[src/sit_defs.svh]
// Purpose: Constants of the sensor two-wire target read port.
// Assumes: Included by bare name; definitions only.
// Notes: Timing figures are in nanoseconds.
`ifndef SIT_DEFS_SVH
`define SIT_DEFS_SVH

// ----------------------------------------------------------------------
// Addressing
// ----------------------------------------------------------------------
// Seven-bit target address answered by the port.
`define SIT_TARGET_ADDR 7'h6D
// Direction bit value that selects a read transfer.
`define SIT_DIR_READ 1'b1
// Bit index of the last data bit within a byte.
`define SIT_LAST_BIT 3'h7

// ----------------------------------------------------------------------
// Reset values
// ----------------------------------------------------------------------
// Register pointer after reset.
`define SIT_PTR_RESET 8'h00

`endif

[src/sit_pkg.sv]
// Purpose: Types of the sensor two-wire target read port.
// Assumes: Nothing beyond the constants header.
// Notes: Holds the protocol state enumeration only.
`default_nettype none
package sit_pkg;
    // Protocol states of the target engine.
    typedef enum logic [2:0]
    {
        SIT_IDLE,
        SIT_ADDR,
        SIT_ADDR_ACK,
        SIT_PTR,
        SIT_PTR_ACK,
        SIT_SEND,
        SIT_SEND_ACK
    } sit_state_type;
endpackage
`default_nettype wire

[src/sit_target.sv]
// Purpose: Two-wire serial target that returns one byte from a register.
// Assumes: Link clock far slower than clk_i; both pins open drain.
// Notes: Register contents come from the user side as a read port.
`timescale 1ns/10ps
`default_nettype none
`include "sit_defs.svh"
module sit_target
    import sit_pkg::*;
(
    input wire logic clk_i,
    input wire logic rst_i,
    input wire logic scl_i,
    input wire logic sda_i,
    output logic sda_o,
    output logic sda_oe_o,
    output logic [7:0] reg_addr_o,
    input wire logic [7:0] reg_data_i,
    output logic busy_o
);

    // ------------------------------------------------------------------
    // Pin synchronisers
    // ------------------------------------------------------------------
    logic [1:0] scl_sync_q; // Two-stage capture of the clock pin.
    logic [1:0] sda_sync_q; // Two-stage capture of the data pin.
    logic scl_prev_q; // Previous settled clock level.
    logic sda_prev_q; // Previous settled data level.

    // Only stage one feeds stage two; all logic reads stage two.
    always_ff @(posedge clk_i)
    begin
        if (rst_i)
        begin
            scl_sync_q <= 2'h3;
            sda_sync_q <= 2'h3;
            scl_prev_q <= 1'b1;
            sda_prev_q <= 1'b1;
        end
        else
        begin
            scl_sync_q <= {scl_sync_q[0], scl_i};
            sda_sync_q <= {sda_sync_q[0], sda_i};
            scl_prev_q <= scl_sync_q[1];
            sda_prev_q <= sda_sync_q[1];
        end
    end

    logic scl_s; // Settled clock level.
    logic sda_s; // Settled data level.
    logic scl_rise; // Clock rising edge, sample point.
    logic scl_fall; // Clock falling edge, change point.
    logic start_det; // Start or repeated start seen.
    logic stop_det; // Stop seen.
    assign scl_s = scl_sync_q[1];
    assign sda_s = sda_sync_q[1];
    assign scl_rise = scl_s & ~scl_prev_q;
    assign scl_fall = ~scl_s & scl_prev_q;
    // Data edges count only while the clock stays high.
    assign start_det = scl_s & scl_prev_q & sda_prev_q & ~sda_s;
    assign stop_det = scl_s & scl_prev_q & ~sda_prev_q & sda_s;

    // ------------------------------------------------------------------
    // Protocol engine
    // ------------------------------------------------------------------
    sit_state_type state_q; // Current protocol phase.
    logic [2:0] bit_q; // Bit index within the byte.
    logic [7:0] shift_q; // Receive or transmit shift register.
    logic [7:0] ptr_q; // Register pointer byte.
    logic read_q; // Address phase selected a read.
    logic drive_low_q; // Pull the data line low.
    logic full_q; // All eight bits of the current byte are in.

    // The final sampled byte including the bit arriving now.
    function automatic logic [7:0] sit_byte(input logic [7:0] sh,
                                            input logic b);
        sit_byte = {sh[6:0], b};
    endfunction

    // Set once the eighth bit is sampled; the next clock fall clears it,
    // so stale shift contents can never pass for a fresh byte.
    always_ff @(posedge clk_i)
    begin
        if (rst_i || start_det || stop_det || scl_fall)
        begin
            full_q <= 1'b0;
        end
        else if (scl_rise && bit_q == `SIT_LAST_BIT)
        begin
            full_q <= 1'b1;
        end
    end

    // Bits are sampled on rising clock; the line is only changed on the
    // falling clock, or released at a start or stop, so it holds otherwise while the clock is high.
    always_ff @(posedge clk_i)
    begin
        if (rst_i)
        begin
            state_q <= SIT_IDLE;
            bit_q <= 3'h0;
            shift_q <= 8'h00;
            ptr_q <= `SIT_PTR_RESET;
            read_q <= 1'b0;
            drive_low_q <= 1'b0;
        end
        else if (stop_det)
        begin
            // Stop ends any transaction and releases the line.
            state_q <= SIT_IDLE;
            drive_low_q <= 1'b0;
        end
        else if (start_det)
        begin
            // Address bits follow a start at once.
            state_q <= SIT_ADDR;
            bit_q <= 3'h0;
            drive_low_q <= 1'b0;
        end
        else
        begin
            case (state_q)
                SIT_ADDR, SIT_PTR:
                begin
                    if (scl_rise)
                    begin
                        shift_q <= sit_byte(shift_q, sda_s);
                        bit_q <= bit_q + 3'h1;
                    end
                    if (scl_fall && full_q && state_q == SIT_ADDR)
                    begin
                        // Eighth bit done: 7 address bits + direction.
                        if (shift_q[7:1] == `SIT_TARGET_ADDR)
                        begin
                            read_q <= (shift_q[0] == `SIT_DIR_READ);
                            drive_low_q <= 1'b1;
                            state_q <= SIT_ADDR_ACK;
                        end
                        else
                        begin
                            // Stay released until the next start.
                            state_q <= SIT_IDLE;
                        end
                    end
                    if (scl_fall && full_q && state_q == SIT_PTR)
                    begin
                        ptr_q <= shift_q;
                        drive_low_q <= 1'b1;
                        state_q <= SIT_PTR_ACK;
                    end
                end
                SIT_ADDR_ACK:
                begin
                    // End the acknowledge after the ninth pulse.
                    if (scl_fall)
                    begin
                        bit_q <= 3'h0;
                        if (read_q)
                        begin
                            // First data bit goes out now.
                            shift_q <= {reg_data_i[6:0], 1'b1};
                            drive_low_q <= ~reg_data_i[7];
                            state_q <= SIT_SEND;
                        end
                        else
                        begin
                            shift_q <= 8'h01;
                            drive_low_q <= 1'b0;
                            state_q <= SIT_PTR;
                        end
                    end
                end
                SIT_PTR_ACK:
                begin
                    if (scl_fall)
                    begin
                        drive_low_q <= 1'b0;
                        state_q <= SIT_IDLE;
                    end
                end
                SIT_SEND:
                begin
                    if (scl_fall)
                    begin
                        if (bit_q == `SIT_LAST_BIT)
                        begin
                            // Let the host drive its acknowledge bit.
                            drive_low_q <= 1'b0;
                            state_q <= SIT_SEND_ACK;
                        end
                        else
                        begin
                            drive_low_q <= ~shift_q[7];
                            shift_q <= {shift_q[6:0], 1'b1};
                            bit_q <= bit_q + 3'h1;
                        end
                    end
                end
                SIT_SEND_ACK:
                begin
                    // Only one byte is offered; return to idle on the acknowledge clock rise.
                    if (scl_rise)
                    begin
                        state_q <= SIT_IDLE;
                    end
                end
                default:
                begin
                    state_q <= SIT_IDLE;
                end
            endcase
        end
    end

    // ------------------------------------------------------------------
    // Outputs
    // ------------------------------------------------------------------
    // Open drain: the line is only ever pulled low.
    assign sda_o = 1'b0;
    assign sda_oe_o = drive_low_q;
    assign reg_addr_o = ptr_q;
    assign busy_o = (state_q != SIT_IDLE);

    // ------------------------------------------------------------------
    // Checks
    // ------------------------------------------------------------------
    property p_drive_window;
        @(posedge clk_i) disable iff (rst_i)
        sda_oe_o |-> (state_q == SIT_ADDR_ACK || state_q == SIT_PTR_ACK
                      || state_q == SIT_SEND);
    endproperty
    a_drive_window: assert property (p_drive_window)
        else $error("Data line driven outside an answer slot.");
    property p_ack_match;
        @(posedge clk_i) disable iff (rst_i)
        (state_q == SIT_ADDR_ACK && $past(state_q) == SIT_ADDR)
        |-> ($past(shift_q[7:1]) == `SIT_TARGET_ADDR) && drive_low_q;
    endproperty
    a_ack_match: assert property (p_ack_match)
        else $error("Acknowledge given to a foreign address.");
    property p_foreign_quiet;
        @(posedge clk_i) disable iff (rst_i)
        (state_q == SIT_IDLE && $past(state_q) == SIT_ADDR)
        |-> !sda_oe_o;
    endproperty
    a_foreign_quiet: assert property (p_foreign_quiet)
        else $error("Data line driven after a foreign address.");
    property p_stable_high;
        @(posedge clk_i) disable iff (rst_i)
        (scl_s && scl_prev_q && !start_det && !stop_det)
        |=> $stable(sda_oe_o) || !scl_s || $past(stop_det || start_det);
    endproperty
    a_stable_high: assert property (p_stable_high)
        else $error("Driven data changed while the clock was high.");
    property p_stop_idle;
        @(posedge clk_i) disable iff (rst_i)
        stop_det |=> state_q == SIT_IDLE && !sda_oe_o;
    endproperty
    a_stop_idle: assert property (p_stop_idle)
        else $error("Stop did not end the transaction.");
    property p_start_addr;
        @(posedge clk_i) disable iff (rst_i)
        (start_det && !stop_det) |=> state_q == SIT_ADDR && bit_q == 3'h0;
    endproperty
    a_start_addr: assert property (p_start_addr)
        else $error("Start did not open the address phase.");
    property p_dir_bit;
        @(posedge clk_i) disable iff (rst_i)
        (state_q == SIT_SEND) |-> read_q;
    endproperty
    a_dir_bit: assert property (p_dir_bit)
        else $error("Data sent without a read direction.");
    property p_ptr_ack;
        @(posedge clk_i) disable iff (rst_i)
        (state_q == SIT_PTR_ACK) |-> sda_oe_o;
    endproperty
    a_ptr_ack: assert property (p_ptr_ack)
        else $error("Pointer byte not acknowledged.");
    property p_low_only;
        @(posedge clk_i) disable iff (rst_i)
        sda_oe_o |-> !sda_o;
    endproperty
    a_low_only: assert property (p_low_only)
        else $error("Data line driven high.");

endmodule
`default_nettype wire

[config.mk]
export PLATFORM = sky130hd
export DESIGN_NAME = sit_target
export DESIGN_NICKNAME = d
export VERILOG_FILES = /design/src/sit_pkg.sv /design/src/sit_target.sv
export VERILOG_INCLUDE_DIRS = /design/src
export SDC_FILE = /design/constraint.sdc
export NUM_CORES = 1
export LEC_CHECK = 0
export BUFFER_PORTS_ARGS = -buffer_cell sky130_fd_sc_hd__buf_2
export CORE_MARGIN = 10
export CORE_UTILIZATION = 51
export CTS_BUF_LIST = sky130_fd_sc_hd__clkbuf_8
export CTS_CLUSTER_SIZE = 30
export DETAILED_ROUTE_END_ITERATION = 10
export PLACE_DENSITY = 0.75
export SLEW_MARGIN = 30
export SYNTH_ARGS = -nofsm -noshare
export SYNTH_HDL_FRONTEND = slang
export SYNTH_SLANG_ARGS = --single-unit
[constraint.sdc]
create_clock -name clk_i -period 3.9 [get_ports clk_i]
set_input_delay 0.78 -clock clk_i [delete_from_list [all_inputs] [get_ports clk_i]]
set_output_delay 0.78 -clock clk_i [all_outputs]
set_load 0.1 [all_outputs]
---- Yosys cells after proc, flatten, opt, wreduce, memory -nomap -nowiden ----
Index checks and enable logic that the tools add are counted.
word-level totals
  bits in registers ....................... 31
  latch bits .............................. 0
  memory bits (writable) .................. 0
  bits in read-only memories .............. 0
  bits of input ports ..................... 12
  output and inout port bits .............. 11
  logic and storage cells ................. 105
  memories ................................ 0
operators by class
  $add $sub $neg .......................... 1
  multipliers ............................. 0
  divide/modulo/power cells ............... 0
  $lt $le $gt $ge ......................... 0
  eq/ne operators ......................... 25
  shifts and indexed selects .............. 0
  multiplexer cells ....................... 31
  bitwise operators ....................... 15
  reduce and logical (&&, ||, !) cells .... 21
operators with widths
  cell                                                                   count
  8-bit 2-to-1 mux                                                       5
  3-bit 2-to-1 mux                                                       12
  3-bit inequality test, second input constant                           9
  8-bit one-hot mux with 3 select lines                                  1
  6-bit AND reduction                                                    4
  3-bit one-hot mux with 5 select lines                                  1
  2-bit inequality test, second input constant                           7
  3-bit equality test, second input constant                             4
  1-bit 2-to-1 mux                                                       9
  3-bit one-hot mux with 3 select lines                                  1
  1-bit NOT                                                              8
  4-bit nonzero test                                                     2
  1-bit AND                                                              7
  7-bit equality test, second input constant                             1
  7-bit AND reduction                                                    1
  3-bit by 2-bit equality test with 1-bit output, second input constant  2
  3-bit nonzero test                                                     2
  5-bit AND reduction                                                    1
  1-bit logical AND                                                      4
  4-bit inequality test, second input constant                           1
  1-bit one-hot mux with 4 select lines                                  1
  4-bit AND reduction                                                    1
  2-bit OR reduction                                                     2
  3-bit by 1-bit adder with 3-bit output, second input constant          1
  other kinds (4)                                                        6

---- Longest topological paths before layout ----
  depth after elaboration ................. 8
  mapped depth ............................ 7
  depth with buffers taken out ............ 7

---- Least setup slack after synthesis ----
No wires, ideal clock.
  path type ............................... register -> output
  from .................................... register state_q[2]
  to ...................................... output busy_o
  data arrival time ....................... 1.368 ns
  data required time ...................... 3.120 ns
  path slack .............................. 1.752 ns
  stages on the path, launching flop included .. 3
  path buffers ............................ 1
  cells stage by stage .................... dfxtp_1 -> clkbuf_1 -> or3_1
on the way
  cells in the longest elaborated chain, start to end .. 1
RTL lines
  element                 line               text
  start, declared         sit_target.sv:65   sit_state_type state_q;
  start signal, assigned  sit_target.sv:99   state_q <= SIT_IDLE;
  start signal, assigned  sit_target.sv:109  state_q <= SIT_IDLE;
  start signal, assigned  sit_target.sv:115  state_q <= SIT_ADDR;
  3-bit nonzero test      sit_target.sv:221  assign busy_o = (state_q != SIT_IDLE);
  end, declared           sit_target.sv:18   output logic busy_o
Every way passes these cells.

---- Worst setup path in the final report ----
Ends and elaborated chain as after synthesis.

==> flow_results.org <==
** Cells and area
- Area growth from synthesis to layout :: 9.477%
- The number of antenna diodes in the final layout is 0.
- Number of nets in the final layout :: 219
- The filler cells instantiated in the layout total 278.
- Most frequent standard cell in the layout excluding fill and tap cells :: sky130_fd_sc_hd__dfxtp_1
- Cells with a size suffix above 1 make up between 20% and 30% of the layout.
- In the layout the commonest cells are sky130_fd_sc_hd__dfxtp_1, sky130_fd_sc_hd__nand2_1, sky130_fd_sc_hd__buf_2.
- For this run, the number of standard cells in the final layout without fillers is 249.

** Critical path
- Critical path capture point type :: output port
- On the critical path, the stage with the largest delay is an instance of sky130_fd_sc_hd__dfxtp_1.
- Type of the worst setup path :: flop to output port
- CP Data Required Time :: around 3.1 ns
- Measured in cells, the most critical reg-to-reg path has a length of 5.
- Data arrival time of the critical path :: between 1 and 1.5 ns
- Capture instance of the worst register-to-register path :: sda_oe_o$_SDFFE_PP0P_
- Delay of the slowest critical-path stage :: a little under 0.6 ns
- Start of the worst register-to-register path :: state_q[0]$_SDFFE_PP0P_
- Traced cell by cell, the critical path runs through or3_1 > buf_2.
- Along the worst path, the maximum fanout reaches 15.
- The worst setup path is launched from a flop.
- In this run the register-to-register setup slack is 1.96 ns.

** Synthesis
- In this run, synthesis inferred 0 flip-flops with an integrated enable.
- Ys flop type :: sky130_fd_sc_hd__dfxtp_1
- Proportion of register bits with asynchronous set or reset after synthesis :: 0%
- The number of nets handed over by synthesis was 205.
- Synthesized area per cell :: about 8.7 µm²
- Sequential area share after synthesis :: about 38%
- Synth area leader :: sky130_fd_sc_hd__dfxtp_1
- Number of warnings issued by yosys :: 0
- Netlist area before placement :: 1650 µm²
- Summed over its instances, the top area cell type makes up between 30 and 40% of the synthesized netlist area.
- Number of distinct library cells after synthesis :: 49
- In the post-synthesis netlist, the biggest area contributors are sky130_fd_sc_hd__dfxtp_1, sky130_fd_sc_hd__a311oi_2, sky130_fd_sc_hd__a21oi_1, sky130_fd_sc_hd__nand2_1, sky130_fd_sc_hd__o21ai_0.
- Flop and latch count out of synthesis :: 31
- The cell count after synthesis came out at 190.

** STA
- For this run, the top clock speed supported by timing is around 0.45 GHz.
- After layout, the minimum clock period comes to about 2.2 ns.
- Slew Limit Fails :: 0
- Setup violations remaining at the end of the flow were counted as 0.
- Adding up every negative setup slack in the final design gives 0 ns.
- In the finished design, the share of the clock period the worst path needs comes to between 50% and 60%.
- Final hold analysis gives a worst-case slack of approximately 0.41 ns.
- Setup repair after global routing left no endpoint under its margin.
- On the final layout, the worst clock skew is 0.006211 ns.
- The final hold violation count is 0.
- Worst-case headroom to the max-slew limit :: 63.89%
- Slew at the pin closest to its max-slew limit :: 0.5417 ns

** Place
- PortBufs :: 21
- Once detailed placement completed, the half-perimeter wirelength came to about 2.7 mm.
- Routability-driven placement finished with a final weighted congestion of around 0.8.
- Dpl cells :: 241

** Global routing
- Initial antenna violation count :: 0
- The total overflow left after global routing is 0.
- For this run, the total global-route usage over all layers was measured as 12.74%.
- Wire length of the first global-routing pass :: approximately 6.3 mm
- Entering global routing, the biggest net connects 29 pins.
- The via count of the first global-routing pass was between 1,000 and 1,500.

** Routing
- In the final routed layout, each cell accounts on average for 14.86 µm.
- Pre-antenna DRT Iters :: 4
- Detailed routing inserted a total of ~1,400 vias.
- Via density per instance :: between 5 and 6
- Total DRC errors in the routed layout :: 0
- Antenna-violating nets left :: 0
- Final WL :: approximately 3.7 mm
- The detailed router finished its first iteration with ~190 violations.

** Worst hold path
- Startpoint of the most critical hold path :: scl_sync_q[0]$_SDFF_PP1_
- Hold/Removal Path Class :: flop to flop
- Along the worst hold path, the cell count comes to 1.
- Hold Path End :: scl_sync_q[1]$_SDFF_PP1_

** Floorplan
- The floorplan step set the die height to between 70 and 80 µm.
- Die area :: 5911 µm²
- Once the floorplan was initialized, standard cells occupied ~54% of the core.
- Die width :: slightly below 80 µm
- After floorplanning, the core was divided into 20 placement rows.
- During I/O placement, the number of pins put on the boundary was 23.
- Core area :: slightly above 3000 µm²

** Pwr
- Summed over all cells, the static leakage comes to 0.0006572 µW.
- VDD sags by at most roughly 300 µV.
- PD cells :: 338.2 nW/µm²

** Clock network
- No sink is reached through more buffers than the 2 on the longest clock path.
- Source-to-sink clock delay at the later pin of the worst-skew pair :: roughly 0.28 ns
- Number of H-tree levels :: 2
- Clock buffer count from CTS :: 5
- CTS saw 31 sinks.
- Clock-pin slew was measured on the worst setup and hold paths at 0.07 ns.
- The root buffer cell chosen for the clock tree is sky130_fd_sc_hd__clkbuf_8.
- Number of setup buffers added after CTS :: 0
- Buffers inserted to repair hold after CTS numbered 0.
- TritonCTS clock tree :: built
- Post-CTS repair changed the size of 0 cells.

** Job
- Max-cap violations in this run came to 0.

** Outcome
- The run finished with clean final reports.
-- stage by stage --
stage          util (%)  instance area [µm²]  power (µW)  setup slack (ns)
6_report          58.70                 1807       611.0             1.658
5_1_grt           58.70                 1807       633.2             1.585
4_1_cts           58.70                 1807       617.4             1.656
3_5_place_dp      55.98                 1723       374.4             1.966
3_3_place_gp      55.98                 1723       373.2             2.011
2_1_floorplan         -                 1650       365.7             1.752
-- synthesized netlist by cell type (5+ instances only) --
cell type,number
sky130_fd_sc_hd__dfxtp_1,31
sky130_fd_sc_hd__nand2_1,23
sky130_fd_sc_hd__a21oi_1,18
sky130_fd_sc_hd__o21ai_0,12
sky130_fd_sc_hd__nor2_1,11
sky130_fd_sc_hd__clkbuf_1,8
sky130_fd_sc_hd__nand3_1,8
sky130_fd_sc_hd__a311oi_2,7
sky130_fd_sc_hd__or2_2,7
sky130_fd_sc_hd__nand2b_1,6
sky130_fd_sc_hd__nand3b_1,5
-- area by class of cell --
type	instances	area (µm²)	area share [%]
sequential	31	620.6	34.35
multi-input combinational	142	930.9	51.52
clock inverter	3	15.01	0.8310
inverter	3	11.26	0.6233
tap	44	55.05	3.047
clock buffer	5	68.82	3.809
timing repair buffer	21	105.1	5.817
-- registers in the layout, summed over array words and instances (netlist names), 2 cells and up --
signal / count
bit_q: 3
reg_addr_o: 8
state_q: 3
scl_sync_q: 2
shift_q: 8
sda_sync_q: 2
-- critical path: cells and delay by family (launching register included) --
family,cells,cell delay [ns]
AND/OR/NAND/NOR,1,0.17
flip-flops,1,0.59
buffers and inverters,1,0.42
-- worst max-delay path by stage --
stage,from,end,slack (ns),cells after the start
finish,state_q[2]$_SDFFE_PP0P_,busy_o,1.66,2
global route,state_q[2]$_SDFFE_PP0P_,busy_o,1.58,2
CTS,state_q[2]$_SDFFE_PP0P_,busy_o,1.66,2
detailed placement,state_q[2]$_SDFFE_PP0P_,busy_o,1.97,2
global placement,state_q[2]$_SDFFE_PP0P_,busy_o,2.01,2
floorplan,state_q[2]$_SDFFE_PP0P_,busy_o,1.75,2
-- per-layer routing --
layer  track usage [%]  share of wire [%]
met5                 0                  0
met4             5.204                1.5
met3             5.478                8.9
met2             18.89                 44
met1             15.69                 45
-- power breakdown --
part	total [µW]	switching (µW)	internal, µW
registers	326	5.49	321
logic	41.4	27.8	13.6
clock network	244	122	122
-- logic make-up (layout without fill, tap and decap cells) --
kind of cell | after synthesis | in the layout | share of synthesized area, %
DFF | 31 | 31 | 37.60
xor gates and xnor gates | 1 | 1 | 0.5308
and+or+nand+nor | 83 | 83 | 28.13
adders and majority gates | 3 | 3 | 2.275
muxes | 2 | 2 | 1.213
buffers and inverters | 17 | 32 | 5.988
AOI/OAI and AO/OA | 52 | 52 | 24.03
other | 1 | 1 | 0.2272
Note: power is estimated with default switching activity, not from simulation.
